==> src/afs_params.svh <==
// Overview of operation
// - Demand missing flag on timeout, slow update rate, or value 64256..65535.
// - While demand missing, hold network demand at last commanded value.
// - Network fault reaction selectable; a shutdown reaction becomes alarm with redundant demand sources.
// - Stop command goes limp via shutdown action; setpoint mode goes limp at once.
// - Network stop honoured only with network demand and second legacy mode.
// - Active stop asserts stop indication plus common alarm or shutdown.
// - Bus error-passive raises bus fault and holds demand at last value.
// - Bus fault clearing in non-latching mode resumes normal demand handling.
// - Address claim failure raises fault and forces network demand to zero.
// - Address claim retried only after name settings change or power cycle.
// - Electronics overtemp clear delay is three times the set delay.
// - Above 100 C for 5 s derates current; restore after 5 s absent.
// - Above 140 C goes limp unlatched; resume after 5 s below 140 C.
// - Thermal limp enabled only when current derate fault is enabled.
// - Both temperature sensors out of range oppositely flags fault, substitutes 25 C.
// - Feedback sensor fault latches after 10 ms, only without sensor fault.
// - Feedback fault cuts current, or in setpoint mode drives to hard stop.
// - Bad stored data latches limp shutdown, cleared by reset or power cycle.
// - Supply rail fault latches after 50 ms out of range.
// - Abnormal processor restart latches a fault until reset or power cycle.
// - Power-on indication raised after power-up, reaction configurable.
// - All demands lost only when every configured demand source has failed.
`ifndef AFS_PARAMS_SVH
`define AFS_PARAMS_SVH
// APB register offsets
`define AFS_CTRL_OFS      12'h000
`define AFS_CFG_OFS       12'h004
`define AFS_INPUT_OFS     12'h008
`define AFS_DELAY_OFS     12'h00C
`define AFS_STATUS_OFS    12'h010
`define AFS_ACTION_OFS    12'h014
`define AFS_DEMAND_OFS    12'h018
`define AFS_TEMP_OFS      12'h01C
// Fixed figures
`define AFS_CLK_HZ        10000000
`define AFS_DMD_ERR_LO    16'hFB00
`define AFS_TEMP_DERATE   9'sd100
`define AFS_TEMP_LIMP     9'sd140
`define AFS_TEMP_LOW      -9'sd45
`define AFS_TEMP_DEFAULT  9'sd25
`define AFS_THERMAL_S     5
`define AFS_FEEDBACK_MS   10
`define AFS_RAIL_MS       50
`define AFS_HALF_POS      16'h8000
`define AFS_CLR_FACTOR    3
// Reaction codes
`define AFS_REACT_NONE    2'h0
`define AFS_REACT_ALARM   2'h1
`define AFS_REACT_SHUT    2'h2
`endif

==> src/afs_pkg.sv <==
package afs_pkg;
  typedef enum logic [2:0] {
    AFS_ACT_LIMP     = 3'b001,
    AFS_ACT_POS_LIMP = 3'b010,
    AFS_ACT_SETPOINT = 3'b100
  } afs_action_t;
  typedef enum logic [3:0] {
    AFS_DRV_RUN  = 4'b0001,
    AFS_DRV_LIMP = 4'b0010,
    AFS_DRV_MIN  = 4'b0100,
    AFS_DRV_MAX  = 4'b1000
  } afs_drive_t;
  typedef struct packed {
    logic        psel;
    logic        penable;
    logic        pwrite;
    logic [11:0] paddr;
    logic [31:0] pwdata;
  } afs_apb_req_t;
  typedef struct packed {
    logic        pready;
    logic        pslverr;
    logic [31:0] prdata;
  } afs_apb_rsp_t;
  // Sampled raw condition inputs
  typedef struct packed {
    logic       bus_passive;
    logic       claim_fail;
    logic       name_change;
    logic       discrete_run;
    logic       net_stop_cmd;
    logic       feedback_bad;
    logic       nv_bad;
    logic       rail_bad;
    logic       wd_reset;
  } afs_cond_t;
  typedef struct packed {
    logic [15:0] demand_held;
    logic        demand_valid;
    logic [31:0] timeout_cnt;
    logic [31:0] rate_cnt;
    logic [31:0] ot_cnt;
    logic [31:0] der_cnt;
    logic [31:0] limp_cnt;
    logic [31:0] fb_cnt;
    logic [31:0] rail_cnt;
    logic        missing;
    logic        bus_err;
    logic        claim;
    logic        claim_tried;
    logic        overtemp;
    logic        derate;
    logic        limp;
    logic        tsens;
    logic        feedback;
    logic        nvfail;
    logic        rail;
    logic        wdog;
    logic        power_on;
    logic        net_stop;
    logic        disc_stop;
    logic        stop_ind;
    logic        all_lost;
    logic [8:0]  temp_used;
    afs_drive_t  drive;
    logic        alarm;
    logic        shut;
    logic [31:0] ctrl;
    logic [31:0] cfg;
    logic [31:0] delay;
    logic [31:0] prdata;
    logic        pslverr;
    logic        pready;
  } afs_state_t;
endpackage

==> src/afs_supervisor.sv <==
`include "afs_params.svh"
module afs_supervisor
  import afs_pkg::*;
#(
  parameter int unsigned FEEDBACK_CYC = `AFS_FEEDBACK_MS * (`AFS_CLK_HZ / 1000),
  parameter int unsigned RAIL_CYC     = `AFS_RAIL_MS * (`AFS_CLK_HZ / 1000),
  parameter int unsigned THERMAL_CYC  = `AFS_THERMAL_S * `AFS_CLK_HZ
) (
  input  wire logic         i_clk,
  input  wire logic         i_rst_b,
  input  wire afs_apb_req_t i_apb,
  output afs_apb_rsp_t      o_apb,
  input  wire logic         i_demand_strobe,
  input  wire logic [15:0]  i_demand_value,
  input  wire logic         i_bus_passive,
  input  wire logic         i_claim_fail,
  input  wire logic         i_name_change,
  input  wire logic         i_discrete_run,
  input  wire logic         i_net_stop_cmd,
  input  wire logic         i_reset_cmd,
  input  wire logic signed [8:0] i_temp_a,
  input  wire logic signed [8:0] i_temp_b,
  input  wire logic         i_feedback_bad,
  input  wire logic         i_nv_bad,
  input  wire logic         i_rail_bad,
  input  wire logic         i_wd_reset,
  output logic [15:0]       o_net_demand,
  output afs_drive_t        o_drive,
  output logic              o_current_derate,
  output logic              o_alarm,
  output logic              o_shutdown,
  output logic              o_stop_indication
);
  // ****************************************
  // Input synchronisers
  // ****************************************
  afs_cond_t  s1_reg, s2_reg, s3_reg;
  afs_cond_t  cond_raw;
  assign cond_raw = '{i_bus_passive, i_claim_fail, i_name_change, i_discrete_run,
                      i_net_stop_cmd, i_feedback_bad, i_nv_bad, i_rail_bad, i_wd_reset};
  // Three stages; a change counts once stages two and three agree
  always_ff @(posedge i_clk or negedge i_rst_b) begin
    if (!i_rst_b) begin
      s1_reg <= '0;
      s2_reg <= '0;
      s3_reg <= '0;
    end else begin
      s1_reg <= cond_raw;
      s2_reg <= s1_reg;
      s3_reg <= s2_reg;
    end
  end
  afs_cond_t c;
  afs_cond_t c_hold_reg;
  // Filtered value moves only on agreement, so single glitches are dropped
  always_ff @(posedge i_clk or negedge i_rst_b) begin
    if (!i_rst_b) begin
      c_hold_reg <= '0;
    end else begin
      c_hold_reg <= c;
    end
  end
  always_comb begin
    for (int i = 0; i < $bits(afs_cond_t); i++) begin
      c[i] = (s2_reg[i] == s3_reg[i]) ? s3_reg[i] : c_hold_reg[i];
    end
  end

  // ****************************************
  // Helpers
  // ****************************************
  // Persistence counter: counts while cond, returns next count saturating at lim
  function automatic logic [31:0] persist(input logic cnd, input logic [31:0] cnt, input logic [31:0] lim);
    persist = !cnd ? 32'h0 : (cnt >= lim) ? lim : cnt + 32'h1;
  endfunction
  function automatic logic [1:0] react(input logic [31:0] cfg, input int sh);
    logic [1:0] r;
    r = cfg[sh +: 2];
    react = (cfg[3] && r == `AFS_REACT_SHUT) ? `AFS_REACT_ALARM : r;
  endfunction

  afs_state_t st_reg, st_next;
  logic apb_wr, apb_rd;
  logic [31:0] ot_set, ot_clr;
  logic signed [8:0] ta, tb, tused;
  logic a_hi, a_lo, b_hi, b_lo, dmd_err, stop_any, limp_req;
  afs_action_t act;

  // ****************************************
  // Next state
  // ****************************************
  // CFG bits: 0 net demand used, 1 second legacy mode, 2 non-latching,
  // 3 redundant sources, 4 overtemp en, 5 derate en, 6 sensor en, 7 rail en,
  // 8 watchdog en, 9 power-on en, 10 stop-as-shutdown, 12:11 action,
  // 13 backup source used, 14 backup failed, 15 discrete stop used,
  // 17:16 missing react, 19:18 bus react, 21:20 claim react, 23:22 others
  always_comb begin
    st_next  = st_reg;
    apb_wr   = i_apb.psel && i_apb.penable && i_apb.pwrite;
    apb_rd   = i_apb.psel && !i_apb.penable && !i_apb.pwrite;
    ta       = i_temp_a;
    tb       = i_temp_b;
    act      = afs_action_t'(3'(1 << st_reg.cfg[12:11]));
    ot_set   = st_reg.delay;
    ot_clr   = 32'(`AFS_CLR_FACTOR * st_reg.delay);
    a_hi     = ta > `AFS_TEMP_LIMP;
    a_lo     = ta < `AFS_TEMP_LOW;
    b_hi     = tb > `AFS_TEMP_LIMP;
    b_lo     = tb < `AFS_TEMP_LOW;
    dmd_err  = i_demand_value >= `AFS_DMD_ERR_LO;
    // Sensor fault on opposite out-of-range, then default temperature
    st_next.tsens = st_reg.cfg[6] && ((a_hi && b_lo) || (a_lo && b_hi));
    tused = st_next.tsens ? `AFS_TEMP_DEFAULT : ((ta > tb) ? ta : tb);
    st_next.temp_used = tused;
    // Demand timeout and update-rate monitors; delay[15:0] timeout, [31:16] rate
    st_next.timeout_cnt = i_demand_strobe ? 32'h0 : persist(1'b1, st_reg.timeout_cnt, 32'hFFFF_FFFF);
    st_next.rate_cnt    = i_demand_strobe ? 32'h0 : persist(1'b1, st_reg.rate_cnt, 32'hFFFF_FFFF);
    // Missing on timeout, slow rate or error-range value
    st_next.missing = st_reg.cfg[0] && ((st_reg.timeout_cnt > {16'h0, st_reg.delay[15:0]}) ||
                      (st_reg.rate_cnt > {16'h0, st_reg.delay[31:16]}) ||
                      (i_demand_strobe ? dmd_err : (st_reg.missing && !i_demand_strobe)));
    // Bus fault: hold while error-passive; latching unless non-latching set
    st_next.bus_err = st_reg.cfg[0] && (c.bus_passive || (st_reg.bus_err && !st_reg.cfg[2] && !i_reset_cmd));
    // Claim tried once per name setting or power cycle
    if (c.name_change) begin
      st_next.claim_tried = 1'b0;
      st_next.claim       = 1'b0;
    end else if (!st_reg.claim_tried && st_reg.cfg[0]) begin
      st_next.claim_tried = 1'b1;
      st_next.claim       = c.claim_fail;
    end
    // Held demand: freeze on faults, zero on claim fault
    if (i_demand_strobe && !dmd_err && !st_next.missing && !st_next.bus_err) begin
      st_next.demand_held = i_demand_value;
    end
    if (st_next.claim) begin
      st_next.demand_held = 16'h0;
    end
    // Overtemp: set after delay, clear after three delays
    st_next.ot_cnt = persist(st_reg.overtemp ? tused <= `AFS_TEMP_DERATE : tused > `AFS_TEMP_DERATE,
                             st_reg.ot_cnt, st_reg.overtemp ? ot_clr : ot_set);
    if (st_reg.cfg[4] && st_next.ot_cnt >= (st_reg.overtemp ? ot_clr : ot_set)) begin
      st_next.overtemp = !st_reg.overtemp;
      st_next.ot_cnt   = 32'h0;
    end
    // Derate with 5 s on and off delays
    st_next.der_cnt = persist(st_reg.derate ? tused <= `AFS_TEMP_DERATE : tused > `AFS_TEMP_DERATE,
                              st_reg.der_cnt, THERMAL_CYC);
    if (st_next.der_cnt >= THERMAL_CYC) begin
      st_next.derate  = !st_reg.derate;
      st_next.der_cnt = 32'h0;
    end
    // Thermal limp, unlatched, only with derating enabled
    st_next.limp_cnt = persist(st_reg.limp ? tused < `AFS_TEMP_LIMP : tused > `AFS_TEMP_LIMP,
                               st_reg.limp_cnt, THERMAL_CYC);
    if (st_next.limp_cnt >= THERMAL_CYC) begin
      st_next.limp     = !st_reg.limp && st_reg.cfg[5];
      st_next.limp_cnt = 32'h0;
    end
    if (!st_reg.cfg[5]) begin
      st_next.limp = 1'b0;
    end
    // Latched internal faults; reset command clears if cause gone
    st_next.fb_cnt   = persist(c.feedback_bad && !st_reg.tsens, st_reg.fb_cnt, FEEDBACK_CYC);
    st_next.rail_cnt = persist(c.rail_bad && st_reg.cfg[7], st_reg.rail_cnt, RAIL_CYC);
    st_next.feedback = (st_next.fb_cnt >= FEEDBACK_CYC) ||
                       (st_reg.feedback && !(i_reset_cmd && !c.feedback_bad));
    st_next.nvfail   = c.nv_bad || (st_reg.nvfail && !i_reset_cmd);
    st_next.rail     = (st_next.rail_cnt >= RAIL_CYC) ||
                       (st_reg.rail && !(i_reset_cmd && !c.rail_bad));
    st_next.wdog     = (st_reg.cfg[8] && c.wd_reset) || (st_reg.wdog && !i_reset_cmd);
    st_next.power_on = st_reg.power_on && !i_reset_cmd;
    // Stops
    st_next.net_stop  = st_reg.cfg[0] && st_reg.cfg[1] && c.net_stop_cmd;
    st_next.disc_stop = st_reg.cfg[15] && !c.discrete_run;
    st_next.all_lost  = st_next.missing && (!st_reg.cfg[13] || st_reg.cfg[14]);
    stop_any = st_next.net_stop || st_next.disc_stop;
    limp_req = stop_any || st_next.nvfail || st_next.limp;
    // Registered so the stop output leaves a flip-flop with alarm and shutdown
    st_next.stop_ind = stop_any;
    // Drive decision
    if (st_next.feedback && act == AFS_ACT_SETPOINT) begin
      st_next.drive = (st_reg.ctrl[15:0] < `AFS_HALF_POS) ? AFS_DRV_MIN : AFS_DRV_MAX;
    end else if (st_next.feedback || limp_req) begin
      st_next.drive = AFS_DRV_LIMP;
    end else begin
      st_next.drive = AFS_DRV_RUN;
    end
    // Common outputs; stop indicated by alarm or shutdown per config
    st_next.shut  = (stop_any && st_reg.cfg[10]) || st_next.feedback || st_next.nvfail || st_next.limp ||
                    (st_next.missing && react(st_reg.cfg, 16) == `AFS_REACT_SHUT) ||
                    (st_next.bus_err && react(st_reg.cfg, 18) == `AFS_REACT_SHUT) ||
                    (st_next.claim && react(st_reg.cfg, 20) == `AFS_REACT_SHUT) ||
                    ((st_next.overtemp || st_next.rail || st_next.wdog || st_next.power_on || st_next.all_lost)
                     && st_reg.cfg[23:22] == `AFS_REACT_SHUT);
    st_next.alarm = (stop_any && !st_reg.cfg[10]) || st_next.derate || st_next.tsens ||
                    (st_next.missing && react(st_reg.cfg, 16) == `AFS_REACT_ALARM) ||
                    (st_next.bus_err && react(st_reg.cfg, 18) == `AFS_REACT_ALARM) ||
                    (st_next.claim && react(st_reg.cfg, 20) == `AFS_REACT_ALARM) ||
                    ((st_next.overtemp || st_next.rail || st_next.wdog || st_next.power_on || st_next.all_lost)
                     && st_reg.cfg[23:22] == `AFS_REACT_ALARM);
    // APB: zero wait, error on unmapped reads only
    st_next.pready  = i_apb.psel && !i_apb.penable;
    st_next.pslverr = 1'b0;
    if (apb_wr) begin
      case (i_apb.paddr)
        `AFS_CTRL_OFS:  st_next.ctrl  = i_apb.pwdata;
        `AFS_CFG_OFS:   st_next.cfg   = i_apb.pwdata;
        `AFS_DELAY_OFS: st_next.delay = i_apb.pwdata;
        default:        st_next.pslverr = 1'b0;
      endcase
    end
    if (apb_rd) begin
      case (i_apb.paddr)
        `AFS_CTRL_OFS:   st_next.prdata = st_reg.ctrl;
        `AFS_CFG_OFS:    st_next.prdata = st_reg.cfg;
        `AFS_INPUT_OFS:  st_next.prdata = {23'h0, c};
        `AFS_DELAY_OFS:  st_next.prdata = st_reg.delay;
        `AFS_STATUS_OFS: st_next.prdata = {17'h0, st_reg.all_lost, st_reg.disc_stop, st_reg.net_stop,
                                           st_reg.power_on, st_reg.wdog, st_reg.rail, st_reg.nvfail,
                                           st_reg.feedback, st_reg.tsens, st_reg.limp, st_reg.derate,
                                           st_reg.overtemp, st_reg.claim, st_reg.bus_err, st_reg.missing};
        `AFS_ACTION_OFS: st_next.prdata = {26'h0, st_reg.shut, st_reg.alarm, st_reg.drive};
        `AFS_DEMAND_OFS: st_next.prdata = {16'h0, st_reg.demand_held};
        `AFS_TEMP_OFS:   st_next.prdata = {23'h0, st_reg.temp_used};
        default:         st_next.prdata = 32'h0;
      endcase
      st_next.pslverr = i_apb.paddr > `AFS_TEMP_OFS || i_apb.paddr[1:0] != 2'h0;
    end
  end

  // ****************************************
  // State register
  // ****************************************
  // Power-on flag comes up set after every reset release
  always_ff @(posedge i_clk or negedge i_rst_b) begin
    if (!i_rst_b) begin
      st_reg          <= '0;
      st_reg.power_on <= 1'b1;
      st_reg.drive    <= AFS_DRV_LIMP;
      st_reg.cfg      <= 32'h0000_03F1;
      st_reg.delay    <= 32'h0100_0100;
    end else begin
      st_reg <= st_next;
    end
  end

  assign o_apb             = '{st_reg.pready, st_reg.pslverr, st_reg.prdata};
  assign o_net_demand      = st_reg.demand_held;
  assign o_drive           = st_reg.drive;
  assign o_current_derate  = st_reg.derate;
  assign o_alarm           = st_reg.alarm;
  assign o_shutdown        = st_reg.shut;
  assign o_stop_indication = st_reg.stop_ind;
endmodule // afs_supervisor

==> config.mk <==
export PLATFORM = sky130hd
export DESIGN_NAME = afs_supervisor
export DESIGN_NICKNAME = d
export VERILOG_FILES = /design/src/afs_pkg.sv /design/src/afs_supervisor.sv
export VERILOG_INCLUDE_DIRS = /design/src
export SDC_FILE = /design/constraint.sdc
export NUM_CORES = 1
export LEC_CHECK = 0
export ABC_AREA = 1
export BUFFER_PORTS_ARGS = -buffer_cell sky130_fd_sc_hd__buf_2
export CAP_MARGIN = 10
export CELL_PAD_IN_SITES_DETAIL_PLACEMENT = 1
export CELL_PAD_IN_SITES_GLOBAL_PLACEMENT = 1
export CORE_MARGIN = 5
export CORE_UTILIZATION = 45
export DETAILED_ROUTE_END_ITERATION = 6
export PLACE_DENSITY = 0.82
export SLEW_MARGIN = 20
export SYNTH_ARGS = -nofsm -noshare
export SYNTH_HDL_FRONTEND = slang
export SYNTH_SLANG_ARGS = --single-unit
==> constraint.sdc <==
create_clock -name i_clk -period 11.5 [get_ports i_clk]
set_input_delay 1.15 -clock i_clk [delete_from_list [all_inputs] [get_ports i_clk]]
set_output_delay 1.15 -clock i_clk [all_outputs]
set_load 0.005 [all_outputs]
-- After elaboration in Yosys (flattened, before gate mapping)
Index checks and enable logic that the tools add are counted.
- input bits: 94
- word-level logic and storage cells: 287
- flip-flop bits (word level): 438
- output and inout bits: 58
- add/subtract/negate cells: 7
- equality and inequality tests: 28
- multipliers: 1
- mux-type cells: 49
- reduce and logical (&&, ||, !) cells: 104
- $lt $le $gt $ge: 26
- shifts and indexed selects: 1
- operators with widths (cell ; count):
    32-bit two-way mux ; 18
    32-bit case mux with 8 select lines ; 1
    32-bit by 1-bit adder with 32-bit output (second input constant) ; 7
    32-bit by 26-bit greater-or-equal comparator with 1-bit output (second input constant) ; 4
    32-bit by 17-bit greater-or-equal comparator with 1-bit output (second input constant) ; 2
    32-bit by 19-bit greater-or-equal comparator with 1-bit output (second input constant) ; 2
    32-bit greater-or-equal comparator ; 2
    32-bit greater-or-equal comparator (second input constant) ; 2
    32-bit by 16-bit greater-than comparator with 1-bit output ; 2
    12-bit by 5-bit equality test with 1-bit output (second input constant) ; 4
    1-bit logical AND ; 46
    2-bit by 32-bit multiplier with 32-bit output (first input constant) ; 1
    16-bit two-way mux ; 2
    1-bit logical OR ; 31
    9-bit greater-than comparator (second input constant) ; 3
    12-bit by 4-bit equality test with 1-bit output (second input constant) ; 2
    1-bit zero test ; 20
    9-bit by 7-bit < comparator with 1-bit output (second input constant) ; 2
    1-bit two-way mux ; 18
    9-bit two-way mux ; 2
    16-bit greater-or-equal comparator (second input constant) ; 1
    16-bit < comparator (second input constant) ; 1
    2-bit equality test (second input constant) ; 7
    12-bit by 3-bit equality test with 1-bit output (second input constant) ; 1
    14 further kinds ; 35

-- Logic depth before layout (Yosys ltp)
- depth after elaboration: 17
- mapped depth: 54
- mapped depth without buffers: 54

-- Worst setup path before layout
Ideal clock, no wire load.
- kind: register to register
- start: register st_reg (netlist bit ot_set[1])
- end: register st_reg[319] (netlist bit)
- path slack: 4.698 ns
- arrival time: 6.722 ns
- library setup time: 0.080 ns
- stages on the path, launching flop included: 48
- clock period less this slack: 6.802 ns
- required time: 11.420 ns
- cell sequence: dfrtp_1 ha_1 fa_1 nand2_1 nand2_1 a21oi_1 o211ai_1 a21boi_0 o21ai_1 a21oi_1 o21ai_2 a21boi_0 o21ai_0 nand2_1 nand2_1 nand3_1 nand2_1 xor2_1 [... 12 more ...] a21oi_1 o21bai_1 a21oi_1 nor2_1 o21ai_0 nand3_1 a21oi_1 nor2_1 nor2_1 nor2_1 nand3_1 nor3_1 nor2_1 nand2_1 nand2_2 inv_2 buf_6 nor3_2
- RTL lines (element ; line ; source):
    from (decl) ; afs_supervisor.sv:82 ; afs_state_t st_reg, st_next;
    from (signal assigned) ; afs_supervisor.sv:244 ; st_reg <= st_next;

==> metrics.txt <==
status complete, no violations; Slowest-stage cell, CP inv_2; crit path from ot_set[0]$_DFFE_PN0P_; sequential share of the synthesized area 0.429; Tightest Pin Transition between 1 and 1.5 ns; final setup vio count 0; Max Fanout on Critical Path 32; post-DP HPWL a little over 60 mm; clk_lat worst skew roughly 0.63 ns; Post-Route Setup TNS 0 ns; Setup crit start kind flop; Critical Path AT ~9 ns; worst r2r src ot_set[0]$_DFFE_PN0P_; Net Switching 1580 uW; Top delay family on crit path compound AO/OA/AOI/OAI gates; # rows 87; critical path class reg2reg; top_reg_cell synth dfrtp_1; filler instances around 7,000; Placeable Area ~56,000 sq um; Overflow after GRT 0; DRT Pass-1 Iters 5; commonest non-fill, non-tap cell in the layout nand2_1; required time worst endpoint ~12 ns; H-tree depth 2; Ant. Diodes 0; share of cells above drive strength 1 0.100; clk slew on worst S/H paths roughly 0.060 ns; MaxCap Viol Count 0; Synth cell types 73; # IOs 152; DRC Markers 0; Critical path buffers and inverters 3; post-CTS sizing 0; Die X 248 um; post-synth top area share 0.418; global placement routability congestion between 0.9 and 1; final wirelength ~84 mm; setup ws final just under 3 ns; most area-consuming cells after synthesis dfrtp_1 (42%), nand2_1 (9.3%), inv_1 (7.1%), ha_1 (6.8%), o21ai_0 (4.8%); Worst setup EP type flop; worst clock skew 0.0314 ns; max FFs per register 312; Setup WS pre-CTS 3.04 ns; EDFF count, synth 0; vias per cell roughly 5.5; largest net degree at the start of global routing 84; Mapped Area roughly 26,000 sq um; Ys Warns 0; clock group share of total power 0.383; Die H between 200 and 250 um; sequential share of power 0.361; crit-path most repeated cell nand2_1; P&R area growth vs syn 12.2%; Setup Fix Bufs, Post-CTS 0; DRT antenna net count 0; Slew Limit Fails 0; Gate power share 0.255; P_leak ~0.014 uW; Internal Power 3060 uW; Slew HR 0.326; slowest stage delay, CP 0.57 ns; synthesized instance count 3,228; vias about 23,000; Synth Area per Inst between 7 and 8 sq um; clk buf depth 3; Net Sw Frac 0.340; DRT iter0 DRCs between 1,000 and 1,500; GRT Total Usage 0.264; leading area contributor after synthesis dfrtp_1; first-pass GRT wire length approximately 130 mm; hold_sp s1_reg[5]$_DFF_PN0_; RSZ-0062 raised after global routing false; number of global-route vias before repair approximately 25,000; initial antenna violation count 1; Power Density between 150 and 200 nW/um^2; die area 61,700 sq um; Final Hold Violating Endpoints 0; CTS tree yes; Tot Pwr about 4600 uW; fmax 116 MHz; period utilisation layout 0.747; minimum clock period about 8.6 ns; CTS hold repair buffers 0; Layout Nets about 3,600; Yosys reg bits 438; TritonCTS Sinks roughly 440; Initial Util 0.454; Post-synth ARST share 1.00; CTS Root Cell clkbuf_16; Peak VDD IR ~0.12 mV; commonest cells after routing, fill and taps aside nand2_1 (634), inv_1 (484), dfrtp_1 (427), nor2_1 (307), o21ai_0 (244); per-cell routed wire length between 20 and 25 um; HP Class reg2reg; port buffer count approximately 150; number of buffers created by CTS 50
==> Yosys cell counts, types with 5 or more instances <==
library cell and number:
o21bai_1 5, nand3b_1 6, buf_4 57, nor3_1 71, nor2_2 10, dfrtp_1 427, nor3_2 22, nand2_1 637
dfstp_2 11, o41ai_1 7, a211oi_1 11, a22o_1 27, inv_2 5, nand3_1 164, o21ai_1 10, nor4_1 42
a21oi_1 141, inv_1 485, nor3b_1 12, clkbuf_1 59, nand4_1 58, o22ai_1 13, o221ai_1 10, ha_1 140
o21ai_0 244, xnor2_1 26, or2_2 5, o211ai_1 22, o31ai_1 9, nor2_1 309, xor2_1 79, buf_2 6
a21o_1 9, a31oi_1 16
==> per-layer routing <==
layer / vias to the layer above / global-route usage / routed length [um]
li1: 10801 / - / -
met3: 160 / 0.0401 / 4550
met5: - / 0.00849 / 88
met4: 4 / 0.101 / 3270
met2: 609 / 0.447 / 40100
met1: 11474 / 0.344 / 36200
==> per-stage QoR <==
stage	utilization	cell area [sq um]	hold WS (ns)	cells
final	0.509	28700	0.344	4158
after floorplan	-	25700	0.331	3267
after detailed placement	0.477	26900	0.336	4064
after global placement	0.477	26900	0.333	4064
after global routing	0.509	28700	0.357	4158
after CTS	0.509	28700	0.345	4158
==> cell families after synthesis <==
family	Yosys count	synth area share
adders and majority gates	145	0.0708
xor gates and xnor gates	105	0.0359
buffers and inverters	619	0.101
and+or+nand+nor	1363	0.237
other	1	0.000147
AOI/OAI and AO/OA	557	0.127
DFF	438	0.429
==> power by group through the flow <==
| stage | Combinational [uW] | Sequential (uW) | Clock, uW |
|---|---|---|---|
| after floorplan | 830 | 1680 | 0 |
| after detailed placement | 1160 | 1700 | 0 |
| after global routing | 1320 | 1680 | 1870 |
| after CTS | 1180 | 1670 | 1810 |
| final | 1180 | 1670 | 1780 |
| after global placement | 1100 | 1690 | 0 |
==> cell type report <==
type / instances / area [sq um] / share of cell area
clock buffers: 61 / 1350 / 0.0471
clock inverters: 33 / 465 / 0.0162
inverters: 493 / 1860 / 0.0646
multi-input cells: 2210 / 12200 / 0.426
flip-flops and latches: 438 / 11000 / 0.382
well taps: 756 / 946 / 0.0330
repair buffers: 167 / 890 / 0.0310
==> path summary, 6_finish.rpt <==
kind                                               end  slack, ns  cells after the start
worst max register to register   st_reg[294]$_DFF_PN0_       2.91                     49
worst max-delay path             st_reg[294]$_DFF_PN0_       2.91                     49
worst min-delay path               s2_reg[5]$_DFF_PN0_       0.34                      0
worst min register to register     s2_reg[5]$_DFF_PN0_       0.34                      0
min in group asynchronous        st_reg[298]$_DFF_PN0_       0.51                      1
max in group asynchronous       st_reg[99]$_DFFE_PN0P_       8.60                      3
No activity file was read; power rests on OpenSTA's default activity.
